### config.mk
export PLATFORM = sky130hd
export DESIGN_NAME = rle_return_link_encoder
export DESIGN_NICKNAME = d
export VERILOG_FILES = /design/src/rle_pkg.sv /design/src/rle_return_link_encoder.sv /design/src/rle_line_coder.sv
export VERILOG_INCLUDE_DIRS = /design/src
export SDC_FILE = /design/constraint.sdc
export NUM_CORES = 1
export LEC_CHECK = 0
export BUFFER_PORTS_ARGS = -buffer_cell sky130_fd_sc_hd__buf_2
export CAP_MARGIN = 20
export CORE_UTILIZATION = 40
export DETAILED_ROUTE_END_ITERATION = 10
export PLACE_DENSITY_LB_ADDON = 0.1
export REMOVE_ABC_BUFFERS = 1
export SLEW_MARGIN = 0
export SYNTH_ARGS = -nofsm -noshare
export SYNTH_HDL_FRONTEND = slang
export SYNTH_SLANG_ARGS = --single-unit
### constraint.sdc
create_clock -name CORE_CLK -period 5.95 [get_ports CORE_CLK]
set_input_delay 0 -clock CORE_CLK [delete_from_list [all_inputs] [get_ports CORE_CLK]]
set_output_delay 0 -clock CORE_CLK [all_outputs]
set_load 0.03 [all_outputs]
### src/rle_map.svh
// constants of the return link encoder
`ifndef RLE_MAP_SVH
`define RLE_MAP_SVH
`define RLE_RATE_PIGEON 7'h40
`define RLE_RATE_FDXB 7'h20
`define RLE_PIGEON_FIRST_WORD 4'h5
`define RLE_PIGEON_LAST_WORD 4'h7
`define RLE_FDXB_FIRST_WORD 4'h5
`define RLE_FDXB_LAST_WORD 4'h8
`define RLE_FULL_WORD_BITS 6'h20
`define RLE_HALF_WORD_BITS 6'h10
`endif

### src/rle_pkg.sv
// types of the return link encoder
package rle_pkg;
    typedef enum logic {RLE_CODE_MANCHESTER, RLE_CODE_BIPHASE} rle_code_t;
    typedef enum logic [1:0] {RLE_SRC_IDLE, RLE_SRC_DEFAULT, RLE_SRC_ANSWER} rle_src_t;
    // memory fetch request and answer
    typedef struct packed {
        logic req;
        logic [3:0] addr;
    } rle_mem_req_t;
    typedef struct packed {
        logic valid;
        logic [31:0] data;
    } rle_mem_rsp_t;
endpackage : rle_pkg

### src/rle_return_link_encoder.sv
// return link encoder: default read sequencing and line coding
// Overview of operation
// - every memory bit, default read or read-word answer, passes through the line coder.
// - a high coder output turns the load modulator on, low turns it off.
// - a manchester zero is low in the first half and high in the second.
// - a manchester one is high in the first half and low in the second.
// - bi-phase inverts the output at the start of every bit.
// - a bi-phase zero inverts again at mid-period.
// - a bi-phase one keeps its level through mid-period.
// - pigeon default read uses manchester at 64 field periods per bit.
// - pigeon default read sends word 5 whole, then low 16 bits of words 6 and 7.
// - fdx-b default read sends words 5 to 8 as a 128-bit frame.
// - fdx-b uses bi-phase at 32 field periods per bit.
`timescale 1ns/100ps
`include "rle_map.svh"
module rle_return_link_encoder
    import rle_pkg::*;
#(
    parameter int RW = 7
) (
    input wire logic CORE_CLK,
    input wire logic RESET_N,
    input wire logic RF_TICK,
    input wire logic DEFAULT_READ_EN,
    input wire logic PIGEON_MODE_BIT,
    input wire logic ANSWER_CODE_BIPHASE,
    input wire logic [RW-1:0] ANSWER_RATE,
    input wire logic ANSWER_BIT_VALID,
    input wire logic ANSWER_BIT,
    output logic ANSWER_BIT_READY,
    output rle_mem_req_t MEM_REQ,
    input wire rle_mem_rsp_t MEM_RSP,
    output logic MOD_ON
);
    // sequencer state
    rle_src_t src_ff, nxt_src;
    logic [3:0] word_ff, nxt_word;
    logic [31:0] shf_ff, nxt_shf;
    logic [5:0] left_ff, nxt_left;
    logic busy_ff, nxt_busy;
    logic wait_ff, nxt_wait;
    logic req_ff, nxt_req;
    // coder hookup: load strobe, bit value and end of bit
    logic bit_load, bit_val, bit_done;
    logic free;
    // coding and rate handed to the coder
    rle_code_t code;
    logic [RW-1:0] rate;
    logic [3:0] last_word;
    logic [5:0] word_bits;

    // ====================================================================
    // mode selection
    // ====================================================================
    // pigeon mode bit picks the pigeon layout
    // pigeon is manchester at 64 periods
    // fdx-b is bi-phase at 32 periods
    always_comb begin
        // an answer bit taken straight from idle already needs the answer coding
        if (src_ff == RLE_SRC_ANSWER || (src_ff == RLE_SRC_IDLE && ANSWER_BIT_VALID)) begin
            code = ANSWER_CODE_BIPHASE ? RLE_CODE_BIPHASE : RLE_CODE_MANCHESTER;
            rate = ANSWER_RATE;
        end else if (PIGEON_MODE_BIT) begin
            code = RLE_CODE_MANCHESTER;
            rate = RW'(`RLE_RATE_PIGEON);
        end else begin
            code = RLE_CODE_BIPHASE;
            rate = RW'(`RLE_RATE_FDXB);
        end
    end

    // the mode bit must hold still during a frame: both values below follow it
    // live, so a change in mid-frame would alter the later word lengths and the wrap point
    // word 5 whole, words 6 and 7 low half
    // fdx-b runs up to word 8
    assign last_word = PIGEON_MODE_BIT ? `RLE_PIGEON_LAST_WORD : `RLE_FDXB_LAST_WORD;
    assign word_bits = (PIGEON_MODE_BIT && word_ff != `RLE_PIGEON_FIRST_WORD) ?
                       `RLE_HALF_WORD_BITS : `RLE_FULL_WORD_BITS;

    // ====================================================================
    // answer stream handshake
    // ====================================================================
    // coder is free when idle or finishing the current bit
    // a new bit loads on the edge that ends the old one, so bits abut
    assign free = !busy_ff || bit_done;
    assign ANSWER_BIT_READY = free && !wait_ff && (src_ff != RLE_SRC_DEFAULT);

    // ====================================================================
    // bit sequencer
    // ====================================================================
    // hold everything by default; the fetch request is a one-cycle pulse
    always_comb begin
        nxt_src = src_ff;
        nxt_word = word_ff;
        nxt_shf = shf_ff;
        nxt_left = left_ff;
        nxt_busy = busy_ff;
        nxt_wait = wait_ff;
        nxt_req = 1'b0;
        bit_load = 1'b0;
        bit_val = 1'b0;
        // the running bit ends here unless a new one loads below
        if (bit_done) begin
            nxt_busy = 1'b0;
        end
        case (src_ff)
            // idle: an answer bit wins over starting a default frame
            RLE_SRC_IDLE: begin
                if (ANSWER_BIT_VALID && free) begin
                    // ready stays high in idle, so the bit must be taken on this edge
                    // first answer bit goes straight into the coder
                    nxt_src = RLE_SRC_ANSWER;
                    bit_load = 1'b1;
                    bit_val = ANSWER_BIT;
                    nxt_busy = 1'b1;
                end else if (DEFAULT_READ_EN && free) begin
                    nxt_src = RLE_SRC_DEFAULT;
                    nxt_word = PIGEON_MODE_BIT ? `RLE_PIGEON_FIRST_WORD : `RLE_FDXB_FIRST_WORD;
                    nxt_wait = 1'b1;
                    nxt_req = 1'b1;
                end
            end
            // default: fetch a word, then shift it out lsb first
            RLE_SRC_DEFAULT: begin
                // a response that comes while not waiting is ignored
                if (wait_ff) begin
                    if (MEM_RSP.valid) begin
                        nxt_wait = 1'b0;
                        nxt_shf = MEM_RSP.data;
                        nxt_left = word_bits;
                    end
                end else if (free) begin
                    if (left_ff != 6'h00) begin
                        // memory bit, lsb first, into the coder
                        bit_load = 1'b1;
                        bit_val = shf_ff[0];
                        nxt_busy = 1'b1;
                        nxt_shf = shf_ff >> 1;
                        nxt_left = left_ff - 6'h01;
                    // word boundary: yield to an answer or fetch the next word; the
                    // fetch holds the last level of a word for the memory latency
                    end else if (!DEFAULT_READ_EN || ANSWER_BIT_VALID) begin
                        nxt_src = RLE_SRC_IDLE; // leave at a word boundary
                    end else begin
                        // the frame wraps to its first word, so default read repeats
                        nxt_word = (word_ff == last_word) ?
                            (PIGEON_MODE_BIT ? `RLE_PIGEON_FIRST_WORD : `RLE_FDXB_FIRST_WORD) :
                            word_ff + 4'h1;
                        nxt_wait = 1'b1;
                        nxt_req = 1'b1;
                    end
                end
            end
            // answer: keep taking bits while the stream stays valid
            RLE_SRC_ANSWER: begin
                if (free) begin
                    if (ANSWER_BIT_VALID) begin
                        // read-word answer bit into the coder
                        bit_load = 1'b1;
                        bit_val = ANSWER_BIT;
                        nxt_busy = 1'b1;
                    end else begin
                        nxt_src = RLE_SRC_IDLE;
                    end
                end
            end
            default: begin
                nxt_src = RLE_SRC_IDLE;
            end
        endcase
    end

    // sequencer registers with synchronous reset
    always_ff @(posedge CORE_CLK) begin
        if (!RESET_N) begin
            src_ff <= RLE_SRC_IDLE;
            word_ff <= 4'h0;
            shf_ff <= 32'h0000_0000;
            left_ff <= 6'h00;
            busy_ff <= 1'b0;
            wait_ff <= 1'b0;
            req_ff <= 1'b0;
        end else begin
            src_ff <= nxt_src;
            word_ff <= nxt_word;
            shf_ff <= nxt_shf;
            left_ff <= nxt_left;
            busy_ff <= nxt_busy;
            wait_ff <= nxt_wait;
            req_ff <= nxt_req;
        end
    end

    // ====================================================================
    // fetch request
    // ====================================================================
    // request and address come straight from flip-flops
    // the address stands until the next request
    assign MEM_REQ.req = req_ff;
    assign MEM_REQ.addr = word_ff;

    // ====================================================================
    // line coder
    // ====================================================================
    // one coder serves both the default frame and the answers
    rle_line_coder #(
        .RW(RW)
    ) u_coder (
        .clk(CORE_CLK),
        .rst_n(RESET_N),
        .rf_tick(RF_TICK),
        .bit_load(bit_load),
        .bit_val(bit_val),
        .code(code),
        .rate(rate),
        .bit_done(bit_done),
        .mod_out(MOD_ON)
    );
endmodule : rle_return_link_encoder

### src/rle_line_coder.sv
// line coder: one nrz bit in, manchester or bi-phase level out
`timescale 1ns/100ps
`include "rle_map.svh"
module rle_line_coder
    import rle_pkg::*;
#(
    parameter int RW = 7
) (
    input wire logic clk,
    input wire logic rst_n,
    input wire logic rf_tick,
    input wire logic bit_load,
    input wire logic bit_val,
    input wire rle_code_t code,
    input wire logic [RW-1:0] rate,
    output logic bit_done,
    output logic mod_out
);
    logic [RW-1:0] cnt_ff, nxt_cnt;
    logic bit_ff, nxt_bit;
    logic out_ff, nxt_out;
    logic act_ff, nxt_act;
    logic [RW-1:0] half;

    // ====================================================================
    // half-bit timing and level generation
    // ====================================================================
    // half point, rounded down for an odd rate
    assign half = rate >> 1;
    assign bit_done = act_ff && rf_tick && (cnt_ff == rate - 1'b1);

    always_comb begin
        nxt_cnt = cnt_ff;
        nxt_bit = bit_ff;
        nxt_out = out_ff;
        nxt_act = act_ff;
        if (bit_load) begin
            nxt_bit = bit_val;
            nxt_act = 1'b1;
            nxt_cnt = '0;
            if (code == RLE_CODE_MANCHESTER) begin
                nxt_out = bit_val;
            end else begin
                // bi-phase inverts at every bit start
                nxt_out = ~out_ff;
            end
        end else if (act_ff && rf_tick) begin
            nxt_cnt = cnt_ff + 1'b1;
            if (cnt_ff == half - 1'b1) begin
                if (code == RLE_CODE_MANCHESTER) begin
                    nxt_out = ~bit_ff; // second half is the complement
                end else if (!bit_ff) begin
                    nxt_out = ~out_ff;
                end
            end
            if (cnt_ff == rate - 1'b1) begin
                nxt_act = 1'b0;
            end
        end
    end

    always_ff @(posedge clk) begin
        if (!rst_n) begin
            cnt_ff <= '0;
            bit_ff <= 1'b0;
            out_ff <= 1'b0;
            act_ff <= 1'b0;
        end else begin
            cnt_ff <= nxt_cnt;
            bit_ff <= nxt_bit;
            out_ff <= nxt_out;
            act_ff <= nxt_act;
        end
    end

    // high level switches the modulator on
    assign mod_out = out_ff;
endmodule : rle_line_coder

== Yosys cells after proc, flatten, opt, wreduce, memory -nomap -nowiden ==
Index checks and enable logic that the tools add are counted.

* Register bits: 57
* Output and inout port bits: 7

* Add/sub/neg operators: 5
* Eq/ne operators: 19
* Multiplexer cells: 75
* Bitwise logic cells: 3
* Reduce and logical (&&, ||, !) cells: 29

{| class="wikitable"
|+ Operators by type and width
! kind !! number
|-
| $mux 32 || 4
|-
| $mux 1 || 41
|-
| $mux 4 || 8
|-
| $mux 6 || 5
|-
| $ne 2x2->1 const B || 9
|-
| $mux 2 || 8
|-
| $eq 7x7->1 || 2
|-
| $mux 7 || 2
|-
| $reduce_and 7->1 || 2
|-
| $reduce_bool 2->1 || 6
|-
| $pmux 1 s3 || 3
|-
| $logic_and 1x1->1 || 8
|-
| $pmux 4 s2 || 1
|-
| $add 7x1->7 const B || 1
|-
| $sub 6x1->7 const B || 1
|-
| $sub 7x1->7 const B || 1
|-
| $pmux 2 s3 || 1
|-
| $reduce_and 3->1 || 2
|-
| $reduce_bool 6->1 || 1
|-
| $sub 6x1->6 const B || 1
|-
| $add 4x1->4 const B || 1
|-
| $eq 4x4->1 || 1
|-
| $ne 2x1->1 const B || 2
|-
| $ne 4x3->1 const B || 1
|-
| 12 further kinds || 19
|}

== Depth between registers and ports, before layout ==
* Depth after elaboration: 13
* Depth in mapped cells: 16

== Cells and area by module ==
Synthesis repeated with hierarchy kept, for this count alone.

* Cell total of the unflattened synthesis: 384
* Area, all modules: 3264.4 µm²

{| class="wikitable"
|+ Modules (own cells, without submodules)
! module !! instances !! cells an instance !! area each (µm²)
|-
| rle_return_link_encoder || 1 || 273 || 2346.0
|-
| rle_line_coder || 1 || 111 || 918.4
|}

== Worst setup path after synthesis ==
No wires, ideal clock.

* Path kind: reg2out
* Start: register src_ff[0]
* End: output port ANSWER_BIT_READY
* Arrival: 3336 ps
* Slack: 2614 ps
* Cell stages (with the launch flop): 14
* Cell sequence: dfxtp_1 o21ba_2 buf_6 clkbuf_1 nand2_1 ha_1 buf_2 nand2_1 xnor2_1 a2111oi_0 nand4_1 o31a_1 buf_2 nor3_1

* Word-level cells in the longest chain between the ends: 10

{| class="wikitable"
|+ Ends and longest elaborated chain
! what !! line !! source
|-
| from (decl) || rle_return_link_encoder.sv:36 || <nowiki>rle_src_t src_ff, nxt_src;</nowiki>
|-
| from (signal assigned) || rle_return_link_encoder.sv:184 || <nowiki>src_ff <= nxt_src;</nowiki>
|-
| $logic_not 2->1 || rle_return_link_encoder.sv:60 || <nowiki>if (src_ff == RLE_SRC_ANSWER || (src_ff == RLE_SRC_IDLE && ANSWER_BIT_VALID)) begin</nowiki>
|-
| $logic_and 1x1->1 || rle_return_link_encoder.sv:60 ||
|-
| $logic_or 1x1->1 || rle_return_link_encoder.sv:60 ||
|-
| $mux 7 || rle_return_link_encoder.sv:60 ||
|-
| $sub 7x1->7 || rle_line_coder.sv:30 || <nowiki>assign bit_done = act_ff && rf_tick && (cnt_ff == rate - 1'b1);</nowiki>
|-
| $eq 7x7->1 || rle_line_coder.sv:30 ||
|-
| $logic_and 1x1->1 || rle_line_coder.sv:30 ||
|-
| $logic_or 1x1->1 || rle_return_link_encoder.sv:85 || <nowiki>assign free = !busy_ff || bit_done;</nowiki>
|-
| $logic_and 1x1->1 || rle_return_link_encoder.sv:86 || <nowiki>assign ANSWER_BIT_READY = free && !wait_ff && (src_ff != RLE_SRC_DEFAULT);</nowiki>
|-
| $logic_and 1x1->1 (*) || rle_return_link_encoder.sv:86 ||
|-
| to (decl) || rle_return_link_encoder.sv:30 || <nowiki>output logic ANSWER_BIT_READY,</nowiki>
|}

Mark *: on every way between the ends. The rest lies on a longest branch, timed or not.

== Final worst setup path ==
* Start: register src_ff[0]
* End: register shf_ff[20]

* Word-level cells in the longest chain between the ends: 10

{| class="wikitable"
|+ Ends and longest elaborated chain
! what !! line !! source
|-
| $logic_not 2->1 || rle_return_link_encoder.sv:60 ||
|-
| $logic_and 1x1->1 || rle_return_link_encoder.sv:60 ||
|-
| $logic_or 1x1->1 || rle_return_link_encoder.sv:60 ||
|-
| $mux 7 || rle_return_link_encoder.sv:60 ||
|-
| $sub 7x1->7 || rle_line_coder.sv:30 ||
|-
| $eq 7x7->1 || rle_line_coder.sv:30 ||
|-
| $logic_and 1x1->1 || rle_line_coder.sv:30 ||
|-
| $logic_or 1x1->1 || rle_return_link_encoder.sv:85 ||
|-
| $reduce_bool 2->1 (no line) || n/a ||
|-
| $reduce_and 4->1 (no line) (*) || n/a ||
|-
| to (signal assigned) || rle_return_link_encoder.sv:186 || <nowiki>shf_ff <= nxt_shf;</nowiki>
|-
| to (decl) || rle_return_link_encoder.sv:38 || <nowiki>logic [31:0] shf_ff, nxt_shf;</nowiki>
|}

Marks and branches as above.
A chain may end at the register's enable or synchronous reset.

==> metrics.yaml <==
cts_setup_buffers: 0
groute.layer.met2.usage_pct: 27.7
clkSlewWorstSetupHoldPaths_ps: 70
die_area_um2: 9690
path_cells: "o21ba_2 > nand2_1 > ha_1 > nor4b_1 > mux2_2 > o21ai_0 > nand4_1 > o31ai_4 > o21ai_4 > buf_4 > mux2i_1"
fin_tns_setup_ps: 0
worstSetupStartpointType: "flip-flop"
layout.cells.most_common: "sky130_fd_sc_hd__nand2_1"
most-common-layout-cells: "92 x sky130_fd_sc_hd__nand2_1, 56 x sky130_fd_sc_hd__dfxtp_1, 54 x sky130_fd_sc_hd__buf_2, 42 x sky130_fd_sc_hd__mux2i_1, 32 x sky130_fd_sc_hd__mux2_2"
startpoint: "src_ff[0]$_SDFFE_PN0P_"
worst_path_largest_cell_delay_ps: 770
die_x_um: 98.5
worstHoldStart: "MEM_RSP[14]"
hold_buffers: 2
skew_ps: 9.26
post_route_drc_violation_count: 1
vdd_ir_drop_max_v: 0.0000924
place_hpwl_um: 5730
rr_startpoint: "src_ff[0]$_SDFFE_PN0P_"
globalRoute.busiestLayer: "met2"
final-hold-violation-count: 0
number_of_global_route_vias_before_repair: 2981
clock_buffers_created_by_tritoncts: 9
globalRoute.totalOverflow: 0
outcome: "finished with violations"
drtAntennaViolNets: 0
register_area_um2: 1140
synth_enable_flop_cells: 0
worstSetupEndpointType: "flip-flop"
p_leak_uw: 0.00182
hold_class: "input port to flip-flop"
postSynthAreaPerCell_um2: 8.38
drt_first_pass_iters: 9
rows: 34
place.port_buffers: 54
synth_cell_types: 62
final-setup-viol-count: 0
share_of_flip_flops_with_an_asynchronous_set_or_reset_pct: 0
grt_max_degree: 74
synth_sequential_area_ratio_pct: 30.7
min_period_over_period_pct: 67.3
starting_drc_count_in_detailed_routing: 119
final_max_tran_viols: 0
clock_sinks: 57
globalRouteTotalUtil_pct: 18.1
cp_num_cells: 11
max_slew.worst_pin.slew_ps: 1050
slew_headroom_pct: 29.7
synth_cells: 444
ios: 55
cts_tree: "done"
antenna-diode-count: 0
area.growth.synth_to_final_pct: 12.5
rsz0062_at_grt: "false"
avgViaCountPerCell: 5.35
fp.coreArea_um2: 8850
path_class: "flip-flop to flip-flop"
fillCellCount: 920
worstRegToRegCells: 11
power_per_cell_area_nw_per_um2: 217
cp_data_arrival_time_ps: 4200
die_y_um: 98.5
worstSkewPairLatency_ps: 330
grt_use_met1_pct: 24.6
path_buf_inv: 1
dr_total_vias: 3169
cp.required_ps: 6150
timing.hold.ws_ps: 55.1
synthesis.yosys.warnings: 0
ys_dominant_reg_cell: "sky130_fd_sc_hd__dfxtp_1"
critical_path.max_fanout: 31
clockBufferDepth: 2
min_cycle_time_layout_ps: 4000
global_route.usage.met3_pct: 4.54
critical-path-top-delay-family: "compound AO/OA/AOI/OAI gates"
floorplan.initialDensity_pct: 42.1
violations: "design-rule violations"
multi_input_area_um2: 2370
post_route_cells_drive_above_1_share_pct: 24.4
postSynthRegisterBits: 57
gp_congestion: 0.769
finish.net_count: 533
routed_wirelength_um: 8210
grt_first_pass_wirelength_um: 14100
maxCapViolations: 0
critical_path.slowest_cell: "sky130_fd_sc_hd__o31ai_4"
max_freq_ghz: 0.250
post_cts.resized_instances: 0
initial_antenna_violation_count: 0
post_synth_instance_area_um2: 3720
route.detailed.wl_per_inst_um: 13.9
htree_num_levels: 3
whs_path_depth: 4
cts_root_buffer: "sky130_fd_sc_hd__clkbuf_8"
per-layer routing:
metal / wire length, um / vias up
li1: - / 1638
met1: 4060 / 1457
met2: 3660 / 67
met3: 424 / 7
met4: 76 / 0
met5: 0 / -
state kept, by name (all words and copies together), names as in the netlist, 2 cells and up:
signal          flops
src_ff              2
left_ff             6
shf_ff             32
word_ff             4
u_coder.cnt_ff      7
cell families (layout without fill, tap and decap cells):
logic type / after synthesis / count (layout) / share of synthesized area [%]
AOI/OAI and AO/OA: 77 / 77 / 15.5
xor gates and xnor gates: 17 / 17 / 4.00
adders and majority gates: 6 / 6 / 2.02
buffers and inverters: 44 / 84 / 5.88
DFF: 57 / 57 / 30.7
muxes: 74 / 74 / 21.0
and+or+nand+nor: 169 / 169 / 20.9
synth_stat cells (2+ instances only):
master,count,share of area [%]
sky130_fd_sc_hd__a211oi_1,2,0.40
sky130_fd_sc_hd__nor2b_1,6,1.0
sky130_fd_sc_hd__o21a_1,3,0.61
sky130_fd_sc_hd__dfxtp_1,57,31
sky130_fd_sc_hd__nand4_1,3,0.50
sky130_fd_sc_hd__ha_1,6,2.0
sky130_fd_sc_hd__nor4b_1,2,0.47
sky130_fd_sc_hd__and4_1,2,0.47
sky130_fd_sc_hd__nand2_1,92,9.3
sky130_fd_sc_hd__nor2_1,22,2.2
sky130_fd_sc_hd__a31oi_1,2,0.34
sky130_fd_sc_hd__o211ai_1,4,0.81
sky130_fd_sc_hd__or2_2,2,0.34
sky130_fd_sc_hd__inv_1,10,1.0
sky130_fd_sc_hd__or3_1,2,0.34
sky130_fd_sc_hd__nor3_1,13,1.7
sky130_fd_sc_hd__o21ai_0,10,1.3
sky130_fd_sc_hd__xor2_1,7,1.6
sky130_fd_sc_hd__buf_4,5,1.0
sky130_fd_sc_hd__nand3_1,5,0.67
sky130_fd_sc_hd__a31o_2,3,0.71
sky130_fd_sc_hd__and2_1,2,0.34
sky130_fd_sc_hd__xnor2_1,10,2.4
sky130_fd_sc_hd__o22ai_1,2,0.34
sky130_fd_sc_hd__o221ai_1,2,0.47
sky130_fd_sc_hd__a21o_1,3,0.61
sky130_fd_sc_hd__mux2_2,32,9.7
sky130_fd_sc_hd__buf_2,4,0.54
sky130_fd_sc_hd__buf_6,4,1.2
sky130_fd_sc_hd__nor4_1,2,0.34
sky130_fd_sc_hd__a21oi_1,16,2.2
sky130_fd_sc_hd__mux2i_1,42,11
sky130_fd_sc_hd__a32o_1,3,0.81
sky130_fd_sc_hd__o31ai_1,4,0.81
sky130_fd_sc_hd__o41ai_1,2,0.47
sky130_fd_sc_hd__clkbuf_1,20,2.0
sky130_fd_sc_hd__nand2b_1,10,1.7
sky130_fd_sc_hd__o32ai_1,2,0.47
sky130_fd_sc_hd__o2111ai_1,3,0.71
through the flow:
stage	power, uW	setup slack [ps]	util, %	instances	cell area [um2]
finish	911	1950	47.3	592	4190
global route	963	1630	47.3	592	4190
CTS	925	1950	47.3	592	4190
detailed placement	563	1960	44.9	574	3970
global placement	561	2120	44.9	574	3970
floorplan	508	1510	-	410	3540
power breakdown:
part           internal (uW)  switching (uW)  total (uW)
clock network            192             164         356
logic                   67.1            83.7         151
registers                388            16.4         404
total                    647             264         911
path summary, 6_finish.rpt:
path | to | slack, ps
setup / recovery | shf_ff[20]$_SDFFE_PN0P_ | 1950
hold / removal | shf_ff[14]$_SDFFE_PN0P_ | 60
setup reg to reg | shf_ff[20]$_SDFFE_PN0P_ | 1950
hold reg to reg | shf_ff[1]$_SDFFE_PN0P_ | 460
area by class of cell:
cell class                 count  share of cell area (%)
clock inverter                 7                    1.70
clock buffer                   9                    2.96
inverter                      10                   0.896
multi-input combinational    343                    56.6
sequential                    57                    27.3
tap                          108                    3.23
timing repair buffer          58                    7.29
tightest hold or removal path, cell delays in order:
cell and delay (ps):
sky130_fd_sc_hd__buf_2 70, sky130_fd_sc_hd__mux2_2 130, sky130_fd_sc_hd__nand2_1 40, sky130_fd_sc_hd__mux2i_1 100
(Power assumes the default switching activity.)
